## config.mk

```make
export PLATFORM = sky130hd
export DESIGN_NAME = two_speed_clock_startup
export DESIGN_NICKNAME = d
export VERILOG_FILES = /design/src/clk_startup_pkg.sv /design/src/delay_timer.sv /design/src/osc_startup_counter.sv /design/src/two_speed_clock_startup.sv
export SDC_FILE = /design/constraint.sdc
export NUM_CORES = 1
export LEC_CHECK = 0
export ABC_AREA = 1
export BUFFER_PORTS_ARGS = -buffer_cell sky130_fd_sc_hd__buf_2
export CAP_MARGIN = 30
export CELL_PAD_IN_SITES_DETAIL_PLACEMENT = 2
export CELL_PAD_IN_SITES_GLOBAL_PLACEMENT = 2
export CORE_ASPECT_RATIO = 1.2
export CORE_UTILIZATION = 34
export DETAILED_ROUTE_END_ITERATION = 7
export PLACE_DENSITY_LB_ADDON = 0.1
export SLEW_MARGIN = 15
export SYNTH_ARGS = -nofsm -noshare
export SYNTH_HDL_FRONTEND = slang
export SYNTH_SLANG_ARGS = --single-unit
```

## constraint.sdc

```tcl
create_clock -name clk -period 2.05 [get_ports clk]
set_input_delay 0.205 -clock clk [delete_from_list [all_inputs] [get_ports clk]]
set_output_delay 0.205 -clock clk [all_outputs]
set_load 0.03 [all_outputs]
```

## src/clk_startup_pkg.sv

```systemverilog
// package of constants and types for the two-speed clock start-up sequencer
package clk_startup_pkg;

  // -------------------------------------------------------------------------
  // register map
  // -------------------------------------------------------------------------
  localparam int          ADDR_W            = 4;
  localparam int          DATA_W            = 8;
  localparam logic [3:0]  ADDR_CONFIG       = 4'h0;
  localparam logic [3:0]  ADDR_CONTROL      = 4'h1;
  localparam logic [3:0]  ADDR_STATUS       = 4'h2;
  localparam logic [3:0]  ADDR_IRQ_STATUS   = 4'h3;
  localparam logic [3:0]  ADDR_IRQ_MASK     = 4'h4;

  // config register fields
  localparam int          CFG_OSC_LSB       = 0;
  localparam int          CFG_SWITCH_BIT    = 3;
  localparam int          CFG_DELAY_BIT     = 4;
  localparam logic [7:0]  CFG_RESET         = 8'h00;
  // control register fields
  localparam int          CTL_SEL_LSB       = 0;
  localparam logic [7:0]  CTL_RESET         = 8'h00;
  // status register fields
  localparam int          ST_DONE_BIT       = 0;
  localparam int          ST_EXT_BIT        = 1;
  localparam int          ST_RUN_BIT        = 2;
  localparam int          ST_TWO_SPEED_BIT  = 3;
  // interrupt events
  localparam int          IRQ_N             = 3;
  localparam int          IRQ_DONE          = 0;
  localparam int          IRQ_ABORT         = 1;
  localparam int          IRQ_WARM          = 2;

  // -------------------------------------------------------------------------
  // oscillator configuration codes
  // -------------------------------------------------------------------------
  localparam logic [2:0]  OSC_LOW_POWER     = 3'h0;
  localparam logic [2:0]  OSC_CRYSTAL       = 3'h1;
  localparam logic [2:0]  OSC_HIGH_SPEED    = 3'h2;
  localparam logic [2:0]  OSC_INTERNAL      = 3'h4;
  localparam logic [1:0]  SEL_CONFIG        = 2'h0;
  localparam logic [1:0]  SEL_SECONDARY     = 2'h1;
  localparam logic [1:0]  SEL_INTERNAL      = 2'h2;

  // -------------------------------------------------------------------------
  // timing
  // -------------------------------------------------------------------------
  localparam int          QUAL_COUNT        = 1024;
  localparam int          CLK_MHZ           = 25;
  localparam int          WARM_US           = 2;
  localparam int          WARM_CYCLES       = WARM_US * CLK_MHZ;
  localparam int          POWERUP_MS        = 64;
  localparam int          POWERUP_CYCLES    = POWERUP_MS * 1000 * CLK_MHZ;

  typedef enum logic [2:0] {
    ST_RESET, ST_POWERUP, ST_INTERNAL, ST_HOLD, ST_EXTERNAL, ST_SLEEP, ST_WARM
  } seq_state_t;

endpackage : clk_startup_pkg

```

## src/delay_timer.sv

```systemverilog
// one-shot cycle delay timer for warm-up and power-up intervals
`timescale 1ns/100ps
module delay_timer #(
  parameter int CYCLES = 50
) (
  input  wire logic clk,
  input  wire logic sys_rst,
  input  wire logic start,
  output logic      expired
);
  logic [$clog2(CYCLES+1)-1:0] cnt_q;

  always_ff @(posedge clk) begin
    if (sys_rst || start) begin
      cnt_q <= '0;
    end else if (!expired) begin
      cnt_q <= cnt_q + 1'b1;
    end
  end

  assign expired = (cnt_q == ($clog2(CYCLES+1))'(CYCLES));
endmodule : delay_timer

```

## src/osc_startup_counter.sv

```systemverilog
// counter of external oscillator edges qualifying the crystal
`timescale 1ns/100ps
module osc_startup_counter #(
  parameter int COUNT = 1024
) (
  input  wire logic clk,
  input  wire logic sys_rst,
  input  wire logic clear,
  input  wire logic enable,
  input  wire logic osc_tick,
  output logic      done
);
  logic [$clog2(COUNT+1)-1:0] cnt_q;

  always_ff @(posedge clk) begin
    if (sys_rst || clear) begin
      cnt_q <= '0;
    end else if (enable && osc_tick && !done) begin
      cnt_q <= cnt_q + 1'b1;
    end
  end

  assign done = (cnt_q == ($clog2(COUNT+1))'(COUNT));

  AST_COUNT_CAP: assert property (@(posedge clk) disable iff (sys_rst)
    done && !clear |=> done) else $error("counter left done without clear");
endmodule : osc_startup_counter

```

## src/two_speed_clock_startup.sv

```systemverilog
// two-speed clock start-up sequencer with register port and interrupt
`timescale 1ns/100ps
module two_speed_clock_startup
  import clk_startup_pkg::*;
#(
  parameter int POWERUP_CYC = clk_startup_pkg::POWERUP_CYCLES,
  parameter int QUAL_CNT    = clk_startup_pkg::QUAL_COUNT
) (
  input  wire logic                              clk,
  input  wire logic                              sys_rst,
  input  wire logic                              por_event,
  input  wire logic                              brownout_reset,
  input  wire logic                              ext_osc_tick,
  input  wire logic                              sleep_req,
  input  wire logic                              wake_req,
  input  wire logic [clk_startup_pkg::ADDR_W-1:0] reg_addr,
  input  wire logic [clk_startup_pkg::DATA_W-1:0] reg_wdata,
  input  wire logic                              reg_wr,
  input  wire logic                              reg_rd,
  output logic      [clk_startup_pkg::DATA_W-1:0] reg_rdata,
  output logic                                   sel_internal_osc,
  output logic                                   sel_external_osc,
  output logic                                   cpu_run,
  output logic                                   in_sleep,
  output logic                                   irq
);
  import clk_startup_pkg::*;

  // -------------------------------------------------------------------------
  // registers and decode
  // -------------------------------------------------------------------------
  logic [7:0]       cfg_q;
  logic [7:0]       ctl_q;
  logic [IRQ_N-1:0] irq_st_q;
  logic [IRQ_N-1:0] irq_mask_q;
  logic             done_flag_q;
  seq_state_t       state_q;
  seq_state_t       state_d;
  logic             ext_q;

  wire wr_cfg   = reg_wr && (reg_addr == ADDR_CONFIG);
  wire wr_ctl   = reg_wr && (reg_addr == ADDR_CONTROL);
  wire wr_ist   = reg_wr && (reg_addr == ADDR_IRQ_STATUS);
  wire wr_imask = reg_wr && (reg_addr == ADDR_IRQ_MASK);

  wire [2:0] osc_config_field   = cfg_q[CFG_OSC_LSB +: 3];
  wire       switchover_enable  = cfg_q[CFG_SWITCH_BIT];
  wire       powerup_enable     = cfg_q[CFG_DELAY_BIT];
  wire [1:0] clock_select_field = ctl_q[CTL_SEL_LSB +: 2];

  wire crystal_cfg = (osc_config_field == OSC_LOW_POWER) ||
                     (osc_config_field == OSC_CRYSTAL) ||
                     (osc_config_field == OSC_HIGH_SPEED);
  wire internal_target = (clock_select_field == SEL_INTERNAL) ||
                         (!crystal_cfg && clock_select_field == SEL_CONFIG &&
                          osc_config_field == OSC_INTERNAL);
  wire needs_qual = crystal_cfg || (clock_select_field == SEL_SECONDARY);
  // two-speed only with all three conditions; non-crystal drops it
  wire two_speed = switchover_enable && (clock_select_field == SEL_CONFIG) &&
                   crystal_cfg;

  // -------------------------------------------------------------------------
  // timers
  // -------------------------------------------------------------------------
  logic qual_done;
  logic warm_done;
  logic powerup_done;
  logic qual_clear;
  logic warm_start;
  logic powerup_start;
  logic qualifying;

  // counter restarts on every entry to a start-up, runs in crystal modes
  assign qual_clear = (state_q != state_d) &&
                      (state_d == ST_INTERNAL || state_d == ST_HOLD);
  assign qualifying = (state_q == ST_INTERNAL) || (state_q == ST_HOLD);
  assign warm_start = (state_q != ST_WARM) && (state_d == ST_WARM);
  // brown-out and power-on both restart the power-up delay
  assign powerup_start = por_event || brownout_reset;

  osc_startup_counter #(.COUNT(QUAL_CNT)) u_qual (
    .clk      (clk),
    .sys_rst  (sys_rst),
    .clear    (qual_clear),
    .enable   (qualifying && needs_qual),
    .osc_tick (ext_osc_tick),
    .done     (qual_done)
  );

  delay_timer #(.CYCLES(WARM_CYCLES)) u_warm (
    .clk     (clk),
    .sys_rst (sys_rst),
    .start   (warm_start),
    .expired (warm_done)
  );

  delay_timer #(.CYCLES(POWERUP_CYC)) u_powerup (
    .clk     (clk),
    .sys_rst (sys_rst),
    .start   (powerup_start),
    .expired (powerup_done)
  );

  // -------------------------------------------------------------------------
  // sequencer
  // -------------------------------------------------------------------------
  // full state width; a plain wire would keep only one bit of the target
  seq_state_t startup_target;
  assign startup_target = internal_target ? ST_WARM :
                          (!needs_qual ? ST_EXTERNAL :
                          (two_speed ? ST_INTERNAL : ST_HOLD));

  always_comb begin
    state_d = state_q;
    case (state_q)
      ST_RESET: begin
        // power-up delay is optional; start-up sequence follows it
        state_d = powerup_enable ? ST_POWERUP : seq_state_t'(startup_target);
      end
      ST_POWERUP: begin
        if (powerup_done) begin
          state_d = seq_state_t'(startup_target);
        end
      end
      ST_INTERNAL, ST_HOLD: begin
        if (sleep_req) begin
          state_d = ST_SLEEP;
        end else if (qual_done) begin
          state_d = ST_EXTERNAL;
        end
      end
      ST_EXTERNAL: begin
        if (sleep_req) begin
          state_d = ST_SLEEP;
        end
      end
      ST_WARM: begin
        if (warm_done) begin
          state_d = ST_EXTERNAL;
        end
      end
      ST_SLEEP: begin
        if (wake_req) begin
          state_d = seq_state_t'(startup_target);
        end
      end
      default: state_d = ST_RESET;
    endcase
  end

  always_ff @(posedge clk) begin
    if (sys_rst || por_event || brownout_reset) begin
      state_q <= ST_RESET;
    end else begin
      state_q <= state_d;
    end
  end

  // flag cleared on reset, on entry to qualification or on sleep abort, set only when the count completes
  always_ff @(posedge clk) begin
    if (sys_rst || por_event || brownout_reset) begin
      done_flag_q <= 1'b0;
    end else if (qualifying && state_d == ST_EXTERNAL) begin
      done_flag_q <= 1'b1;
    end else if (qual_clear || state_d == ST_SLEEP && qualifying) begin
      done_flag_q <= 1'b0;
    end
  end

  // -------------------------------------------------------------------------
  // clock selection outputs
  // -------------------------------------------------------------------------
  always_ff @(posedge clk) begin
    if (sys_rst) begin
      sel_internal_osc <= 1'b1;
      sel_external_osc <= 1'b0;
      cpu_run          <= 1'b0;
      in_sleep         <= 1'b0;
      ext_q            <= 1'b0;
    end else begin
      // internal block keeps code running while the crystal qualifies in ST_INTERNAL (two-speed) only
      sel_internal_osc <= (state_d == ST_INTERNAL) || internal_target;
      sel_external_osc <= (state_d == ST_EXTERNAL) && !internal_target;
      // hold execution when two-speed is off and counter still running
      cpu_run          <= (state_d == ST_INTERNAL) || (state_d == ST_EXTERNAL);
      in_sleep         <= (state_d == ST_SLEEP);
      ext_q            <= (state_d == ST_EXTERNAL);
    end
  end

  // -------------------------------------------------------------------------
  // register file and interrupt
  // -------------------------------------------------------------------------
  logic [IRQ_N-1:0] ev;
  assign ev[IRQ_DONE]  = qualifying && (state_d == ST_EXTERNAL);
  assign ev[IRQ_ABORT] = qualifying && (state_d == ST_SLEEP);
  assign ev[IRQ_WARM]  = (state_q == ST_WARM) && warm_done;

  always_ff @(posedge clk) begin
    if (sys_rst) begin
      cfg_q <= CFG_RESET;
      ctl_q <= CTL_RESET;
      irq_mask_q <= '0;
    end else begin
      if (wr_cfg) cfg_q <= reg_wdata;
      if (wr_ctl) ctl_q <= reg_wdata;
      if (wr_imask) irq_mask_q <= reg_wdata[IRQ_N-1:0];
    end
  end

  // set wins over write-one-to-clear
  always_ff @(posedge clk) begin
    if (sys_rst) begin
      irq_st_q <= '0;
    end else begin
      irq_st_q <= (irq_st_q & ~(wr_ist ? reg_wdata[IRQ_N-1:0] : '0)) | ev;
    end
  end

  always_ff @(posedge clk) begin
    if (sys_rst) begin
      irq <= 1'b0;
    end else begin
      irq <= |(((irq_st_q & ~(wr_ist ? reg_wdata[IRQ_N-1:0] : '0)) | ev) & irq_mask_q);
    end
  end

  wire [7:0] status_word = {4'h0, two_speed, cpu_run, ext_q, done_flag_q};
  wire [7:0] rd_mux = (reg_addr == ADDR_CONFIG)     ? cfg_q :
                      (reg_addr == ADDR_CONTROL)    ? ctl_q :
                      (reg_addr == ADDR_STATUS)     ? status_word :
                      (reg_addr == ADDR_IRQ_STATUS) ? {5'h00, irq_st_q} :
                      (reg_addr == ADDR_IRQ_MASK)   ? {5'h00, irq_mask_q} : 8'h00;

  always_ff @(posedge clk) begin
    if (sys_rst) begin
      reg_rdata <= 8'h00;
    end else begin
      reg_rdata <= reg_rd ? rd_mux : 8'h00;
    end
  end

  // -------------------------------------------------------------------------
  // checks
  // -------------------------------------------------------------------------
  AST_EXT_NEEDS_COUNT: assert property (@(posedge clk) disable iff (sys_rst)
    $rose(ext_q) && crystal_cfg && !internal_target |-> done_flag_q || !two_speed
    ) else $error("external clock taken without qualification");
  AST_DONE_SETS_FLAG: assert property (@(posedge clk) disable iff (sys_rst || por_event)
    qualifying && qual_done && !sleep_req |=> done_flag_q && ext_q
    ) else $error("done count did not switch");
  AST_SLEEP_ABORT: assert property (@(posedge clk) disable iff (sys_rst || por_event)
    qualifying && sleep_req |=> !done_flag_q && in_sleep
    ) else $error("sleep did not abort qualification");
  AST_INTERNAL_RUNS: assert property (@(posedge clk) disable iff (sys_rst)
    state_q == ST_INTERNAL |-> sel_internal_osc && cpu_run
    ) else $error("no internal clock while qualifying");
  AST_HOLD_STOPS: assert property (@(posedge clk) disable iff (sys_rst)
    state_q == ST_HOLD |-> !cpu_run
    ) else $error("execution not held");
  AST_TWO_SPEED_GATE: assert property (@(posedge clk) disable iff (sys_rst)
    state_q == ST_INTERNAL && !$changed(cfg_q) && !$changed(ctl_q) |-> two_speed
    ) else $error("two-speed used when not enabled");
  AST_WAKE_ENTERS: assert property (@(posedge clk) disable iff (sys_rst || por_event)
    state_q == ST_SLEEP && wake_req && two_speed |=> state_q == ST_INTERNAL
    ) else $error("wake did not enter two-speed start-up");
  AST_WARM_WAIT: assert property (@(posedge clk) disable iff (sys_rst || por_event)
    state_q == ST_WARM && !warm_done |=> !ext_q
    ) else $error("internal clock used before warm-up");
  AST_COUNTER_RUNS: assert property (@(posedge clk) disable iff (sys_rst)
    $rose(ext_q) && $past(qualifying) |-> $past(qual_done)
    ) else $error("external clock taken before count done");
  AST_POWERUP_HOLD: assert property (@(posedge clk) disable iff (sys_rst)
    state_q == ST_POWERUP |-> !cpu_run
    ) else $error("running during power-up delay");
endmodule : two_speed_clock_startup

```

# Yosys cells after proc, flatten, opt, wreduce, memory -nomap -nowiden

Cells that the tools add are included.

$add $sub $neg: 3
Equal/unequal tests: 25
Muxes and demuxes: 19
Bitwise operators: 5
Reductions and logical operators: 43

Operators with widths:

| operator                                                         | number |
|---|---|
| 3-bit 2-to-1 mux                                                 | 12 |
| 21-bit by 1-bit adder with 21-bit output (second input constant) | 1 |
| 21-bit == test (second input constant)                           | 1 |
| 3-bit == test (second input constant)                            | 7 |
| 3-bit one-hot mux with 6 select lines                            | 1 |
| 1-bit logical AND                                                | 17 |
| 8-bit 2-to-1 mux                                                 | 2 |
| 3-bit by 2-bit == test with 1-bit output (second input constant) | 5 |
| 1-bit logical OR                                                 | 15 |
| 11-bit by 1-bit adder with 11-bit output (second input constant) | 1 |
| 11-bit == test (second input constant)                           | 1 |
| 4-bit by 2-bit == test with 1-bit output (second input constant) | 2 |
| 6-bit by 1-bit adder with 6-bit output (second input constant)   | 1 |
| 3-bit AND                                                        | 2 |
| 3-bit by 1-bit == test with 1-bit output (second input constant) | 2 |
| 6-bit == test (second input constant)                            | 1 |
| 3-bit logical NOT                                                | 2 |
| 4-bit by 1-bit == test with 1-bit output (second input constant) | 1 |
| 4-bit by 3-bit == test with 1-bit output (second input constant) | 1 |
| 4-bit logical NOT                                                | 1 |
| 4-bit 2-to-1 mux                                                 | 1 |
| 2-bit OR reduction                                               | 2 |
| 1-bit logical NOT                                                | 3 |
| 1-bit 2-to-1 mux                                                 | 3 |
| other kinds (10)                                                 | 10 |

Register bits after elaboration: 78
Bits of input ports: 21
Output and inout port bits: 13
Logic and storage cells: 111

# Depth between registers and ports, before layout

Depth in word-level cells: 16
Mapped depth: 15
Depth with buffers taken out: 15

# Cells and area by module

A second synthesis with hierarchy kept.

Cell total of the unflattened synthesis: 611
Area, all modules: 4117.7 sq um

Modules (own cells, without submodules):

| module                   | times used | cells each | area an instance (sq um) | seq. area each (sq um) |
|---|---|---|---|---|
| two_speed_clock_startup  | 1          | 267        | 1868.0                   | 800.8 |
| delay_timer at u_powerup | 1          | 188        | 1229.9                   | 420.4 |
| osc_startup_counter      | 1          | 113        | 709.4                    | 220.2 |
| delay_timer at u_warm    | 1          | 43         | 310.3                    | 120.1 |

# Worst setup path after synthesis

OpenSTA, ideal clock, no wires.

Kind: reg2reg
Start: register u_powerup.cnt_q[0]
End: register u_warm.cnt_q[2]
Setup time: 116 ps
Data arrival time: 1627 ps
Required time: 1934 ps
Path slack: 307 ps
Stages on the path, launching flop included: 16
Path buffers: 0
Clock period less this slack: 1743 ps
Path through: dfxtp_1 > inv_1 > ha_1 > nand2_1 > nor2_1 > nand3_1 > nor2_4 > nand2_2 > nand2_2 > nand2_2 > nor2_4 > inv_1 > nor2_1 > nand3_1 > nand2_2 > nor3_1

Longest elaborated chain between the ends: 6

RTL lines:

| what                                  | RTL line                       | source |
|---|---|---|
| start, declared                       | delay_timer.sv:11              | `logic [$clog2(CYCLES+1)-1:0] cnt_q;` |
| start signal, assigned                | delay_timer.sv:17              | `cnt_q <= cnt_q + 1'b1;` |
| 21-bit == test                        | delay_timer.sv:21              | `assign expired = (cnt_q == ($clog2(CYCLES+1))'(CYCLES));` |
| 3-bit 2-to-1 mux                      | two_speed_clock_startup.sv:121 | `if (powerup_done) begin` |
| 3-bit one-hot mux with 6 select lines | two_speed_clock_startup.sv:115 | `case (state_q)` |
| 3-bit == test                         | two_speed_clock_startup.sv:77  | `assign warm_start = (state_q != ST_WARM) && (state_d == ST_WARM);` |
| 1-bit logical AND                     | two_speed_clock_startup.sv:77  |  |
| 1-bit logical OR                      | delay_timer.sv:14              | `if (sys_rst \|\| start) begin` |
| end signal, assigned                  | delay_timer.sv:17              |  |
| end, declared                         | delay_timer.sv:11              |  |

No other way between the ends.
A chain may end at the register's enable or synchronous reset.

# Final worst setup path

Start: register u_powerup.cnt_q[0]
End: register u_qual.cnt_q[4]

Longest elaborated chain between the ends: 7
Elaborated cells between the ends (all ways): 9
Classes of those cells: eq/ne: 4; mux: 2; reduce/logical: 3

RTL lines:

| what                                     | RTL line                       | source |
|---|---|---|
| 21-bit == test *                         | delay_timer.sv:21              |  |
| 3-bit 2-to-1 mux *                       | two_speed_clock_startup.sv:121 |  |
| 3-bit one-hot mux with 6 select lines *  | two_speed_clock_startup.sv:115 |  |
| 3-bit by 2-bit == test with 1-bit output | two_speed_clock_startup.sv:75  | `(state_d == ST_INTERNAL \|\| state_d == ST_HOLD);` |
| 1-bit logical OR                         | two_speed_clock_startup.sv:75  |  |
| 1-bit logical AND *                      | two_speed_clock_startup.sv:74  | `assign qual_clear = (state_q != state_d) &&` |
| 1-bit logical OR *                       | osc_startup_counter.sv:16      | `if (sys_rst \|\| clear) begin` |
| end signal, assigned                     | osc_startup_counter.sv:19      | `cnt_q <= cnt_q + 1'b1;` |
| end, declared                            | osc_startup_counter.sv:13      | `logic [$clog2(COUNT+1)-1:0] cnt_q;` |

Mark *: on every way between the ends. The rest lies on a longest branch, timed or not.

==> impl_metrics.toml <==
[status]
run_status = "finished, violations left"
failed_checks = "setup timing"

[logic_synthesis]
synth_enable_flop_cells = 0
synthDominantAreaCellType = "sky130_fd_sc_hd__dfxtp_1"
mappedNetlistNets = 537
synth_top_cell_area_share = 0.414
yosysWarnings = 0
postSynth.topFlopCell = "sky130_fd_sc_hd__dfxtp_1"
synthesis.area_per_instance_sq_um = 7.40
mappedNetlistArea_sq_mm = 0.00377
synthTopCellsByArea = "sky130_fd_sc_hd__dfxtp_1 (41%), sky130_fd_sc_hd__nand2_1 (11%), sky130_fd_sc_hd__a21oi_1 (7.2%), sky130_fd_sc_hd__nand3_1 (5.3%), sky130_fd_sc_hd__inv_1 (4.7%)"
yosys_register_bits = 78
yosys.cell_types.count = 41
synth_async_sr_flop_share = 0
post_synth_inst_count = 510
synth.yosys.seq_area_share = 0.414

[clocking]
clkSinkCount = 78
cts_buffer_depth = 2
number_of_cts_inserted_buffers = 9
worst_skew_pair.late_latency_ps = 340
cts_tree = "done"
clockRootBuffer = "sky130_fd_sc_hd__clkbuf_16"
htreeDepth = 3
clk_pin_slew_worst_paths_ps = 60

[timing]
timing_max_transition_violations_final = 0
setup-violations-final = 4
timing.final.hold_violations = 0
final.setup_skew_ps = 6.96
max_clock_freq_mhz = 486
max_slew_margin = 0.572
final.setup.tns_ps = -24.1
period_share = 1.00
holdWs_ps = 145
finalWorstSetupSlack_ps = -9.25
final.min_clock_period_ps = 2060
rsz0062_at_grt = "true"
slew_of_the_pin_with_the_lowest_slew_margin_ps = 637

[place]
pre_cts_ws_ps = 2.14
dpl.cell_count = 683
placement.io_buffers = 33
dpl_cell_area_sq_mm = 0.00422
place_congestion = 0.799
hpwlAfterDp_mm = 8.67

[power_and_ir_drop]
total_switching_power_mw = 0.878
power.leakage_nw = 1.86
power_mw = 3.63
vdd.ir_drop.worst_v = 0.000363
fraction_of_power_consumed_by_the_clock_network = 0.484
internal_power_mw = 2.75
power_switching_share = 0.242
power.combinational.fraction = 0.088
seq_pwr_share = 0.428
power.density_mw_per_mm2 = 766

[finish]
drive_gt1_frac = 0.274
layout.core_utilization = 0.444
post-route-cell-area_sq_mm = 0.00474
area_growth_pct = 25.6
antenna-diode-count = 0
post_layout_instance_count_excluding_filler_cells = 710
final_nets = 603

[critical_path]
critical_path.max_fanout = 7
worstPathArrival_ps = 2330
r2r.worst_path.cells = 15
r2r_setup_slack_ps = -9
crit_top_cell = "sky130_fd_sc_hd__nand2_2"
cp_cell_sequence = "inv_4 -> ha_1 -> nand2_1 -> nor2_2 -> nand3_2 -> nor2_4 -> nand2_2 -> nand2_2 -> nand2_4 -> o21ai_2 -> nand3_1 -> nand2_2 -> nand2_4 -> buf_12 -> nor3_4"
slowest_delay_ps = 360
worstReg2RegEnd = "u_qual.cnt_q[4]$_SDFFE_PP0P_"
r2r_start = "u_powerup.cnt_q[0]$_SDFFE_PP0P_"
timing.critical_path.to_type = "register"
slowest_stage = "sky130_fd_sc_hd__dfxtp_4"
setup.worst_path.start_class = "register"
timing_worst_setup_path_type = "reg2reg"
crit_path_required_time_ps = 2320

[floorplanning]
die_x_um = 98.2
placement_rows = 41
die_area_sq_mm = 0.0115
die_y_um = 117
floorplan.initialDensity = 0.354
core-area_sq_mm = 0.0107
io_pins = 34

[grt]
met2_usage = 0.405
grt_max_degree = 19
antenna_violations_before_repair = 0
met1_track_utilization_from_global_routing = 0.247
gr-usage-all-layers = 0.217
grt-busiest-layer = "met2"
gr-total-overflow = 0
first_global_vias = 4039
grtUsageMet3 = 0.0364
grt_first_pass_wirelength_mm = 19.8

[min_path]
holdPathStages = 3
holdCritStartpoint = "reg_wdata[7]"
hold_end = "cfg_q[7]$_SDFFE_PP0P_"
timing.hold.worst.class = "in2reg"

[routing]
wire_per_inst_um = 17.5
detail_route.wirelength_mm = 12.4
drt_iter0_drc = 43
drt_pass1_iterations = 6
route.antenna.remaining_nets = 0
vias_per_cell = 5.25
dr_total_vias = 3729
drc_errors = 0

[run]
cap_viol_max_count = 0
## routing by layer
| layer | share of wire | vias to the layer above |
|---|---|---|
| met4 | 0.020 | 0 |
| li1 | - | 1817 |
| met1 | 0.42 | 1852 |
| met3 | 0.023 | 20 |
| met5 | 0 | - |
| met2 | 0.54 | 40 |
## worst max-delay path by stage
stage,from,endpoint,slack [ps],depth (start not counted)
2_1_floorplan,u_powerup.cnt_q[0]$_SDFFE_PP0P_,u_warm.cnt_q[2]$_SDFFE_PP0N_,310,15
3_3_place_gp,u_powerup.cnt_q[0]$_SDFFE_PP0P_,u_qual.cnt_q[4]$_SDFFE_PP0P_,110,15
3_5_place_dp,u_qual.cnt_q[0]$_SDFFE_PP0P_,u_qual.cnt_q[8]$_SDFFE_PP0P_,2,15
4_1_cts,u_powerup.cnt_q[0]$_SDFFE_PP0P_,u_qual.cnt_q[8]$_SDFFE_PP0P_,-0.6,15
5_1_grt,u_powerup.cnt_q[1]$_SDFFE_PP0P_,done_flag_q$_SDFFE_PP0P_,-140,15
6_report,u_powerup.cnt_q[0]$_SDFFE_PP0P_,u_qual.cnt_q[4]$_SDFFE_PP0P_,-9,15
## synthesized netlist by cell type (7+ instances only)
cell and n:
sky130_fd_sc_hd__o21ai_0 28, sky130_fd_sc_hd__nand2_2 10, sky130_fd_sc_hd__nand4_1 13, sky130_fd_sc_hd__inv_2 13
sky130_fd_sc_hd__clkbuf_1 7, sky130_fd_sc_hd__dfxtp_1 78, sky130_fd_sc_hd__nor2_1 40, sky130_fd_sc_hd__nand2_1 110
sky130_fd_sc_hd__nor3_1 14, sky130_fd_sc_hd__nand3_1 40, sky130_fd_sc_hd__inv_1 47, sky130_fd_sc_hd__a21oi_1 54
sky130_fd_sc_hd__a21oi_2 9
## repair_timing
action / in CTS / in global routing
pin swaps: 0 / 10
setup buffers: 0 / 11
hold buffers: 0 / 0
resized for setup: 5 / 33
endpoints found under the setup margin: 16 / 28
## cells by family (layout without fill, tap and decap cells)
family,count (synthesis),after routing,synth area share
AOI/OAI and AO/OA,98,98,0.145
DFF,78,78,0.414
and+or+nand+nor,255,255,0.343
buffers and inverters,70,141,0.0716
adders and majority gates,6,6,0.0199
xor gates and xnor gates,3,3,0.00696
## critical path, delay by kind of cell, from the launching register on
kind / cells / cell delay [ps]
flops: 1 / 360
buf+inv: 2 / 230
fa+ha+maj: 1 / 150
compound gates: 1 / 150
simple gates: 11 / 1090
## final cells by class
| cell class | count | area, sq um |
|---|---|---|
| Clock buffer | 12 | 246 |
| Multi-Input combinational cell | 362 | 2050 |
| Timing Repair Buffer | 64 | 414 |
| Tap cell | 129 | 161 |
| Inverter | 61 | 231 |
| Sequential cell | 78 | 1570 |
| Fill cell | 1268 | 5930 |
| Clock inverter | 4 | 70.1 |
## cell usage in the layout (no fill, tap or decap), types with 3 or more instances in the layout
| cell | instances |
|---|---|
| sky130_fd_sc_hd__nand2_1 | 105 |
| sky130_fd_sc_hd__dfxtp_1 | 75 |
| sky130_fd_sc_hd__a21oi_1 | 52 |
| sky130_fd_sc_hd__inv_1 | 43 |
| sky130_fd_sc_hd__nand3_1 | 38 |
| sky130_fd_sc_hd__nor2_1 | 35 |
| sky130_fd_sc_hd__buf_2 | 33 |
| sky130_fd_sc_hd__buf_4 | 29 |
| sky130_fd_sc_hd__o21ai_0 | 27 |
| sky130_fd_sc_hd__inv_2 | 16 |
| sky130_fd_sc_hd__nand4_1 | 13 |
| sky130_fd_sc_hd__nor3_1 | 12 |
| sky130_fd_sc_hd__nand2_2 | 12 |
| sky130_fd_sc_hd__a21oi_2 | 11 |
| sky130_fd_sc_hd__clkbuf_16 | 9 |
| sky130_fd_sc_hd__nor2_4 | 5 |
| sky130_fd_sc_hd__nor2_2 | 5 |
| sky130_fd_sc_hd__ha_1 | 5 |
| sky130_fd_sc_hd__nor3_4 | 4 |
| sky130_fd_sc_hd__nor3_2 | 4 |
| sky130_fd_sc_hd__nand4_2 | 4 |
| sky130_fd_sc_hd__nand2_4 | 3 |
| sky130_fd_sc_hd__nand3_2 | 3 |
| sky130_fd_sc_hd__xor2_1 | 3 |
## registers in the layout, indices dropped and copies added, names as in the netlist
register          count
u_qual.cnt_q         11
irq                   1
state_q               3
done_flag_q           1
sel_external_osc      1
in_sleep              1
cpu_run               1
ext_q                 1
u_warm.cnt_q          6
cfg_q                 8
u_powerup.cnt_q      21
irq_mask_q            3
ctl_q                 8
reg_rdata             8
irq_st_q              3
sel_internal_osc      1
## power groups by stage
stage	clock, mW	combinational (mW)	sequential, mW
after floorplan	0	0.148	1.60
after global placement	0	0.266	1.58
after detailed placement	0	0.280	1.59
after CTS	1.77	0.283	1.55
after global routing	1.84	0.353	1.56
final	1.76	0.321	1.55
Power figures use the tool's default switching activity.
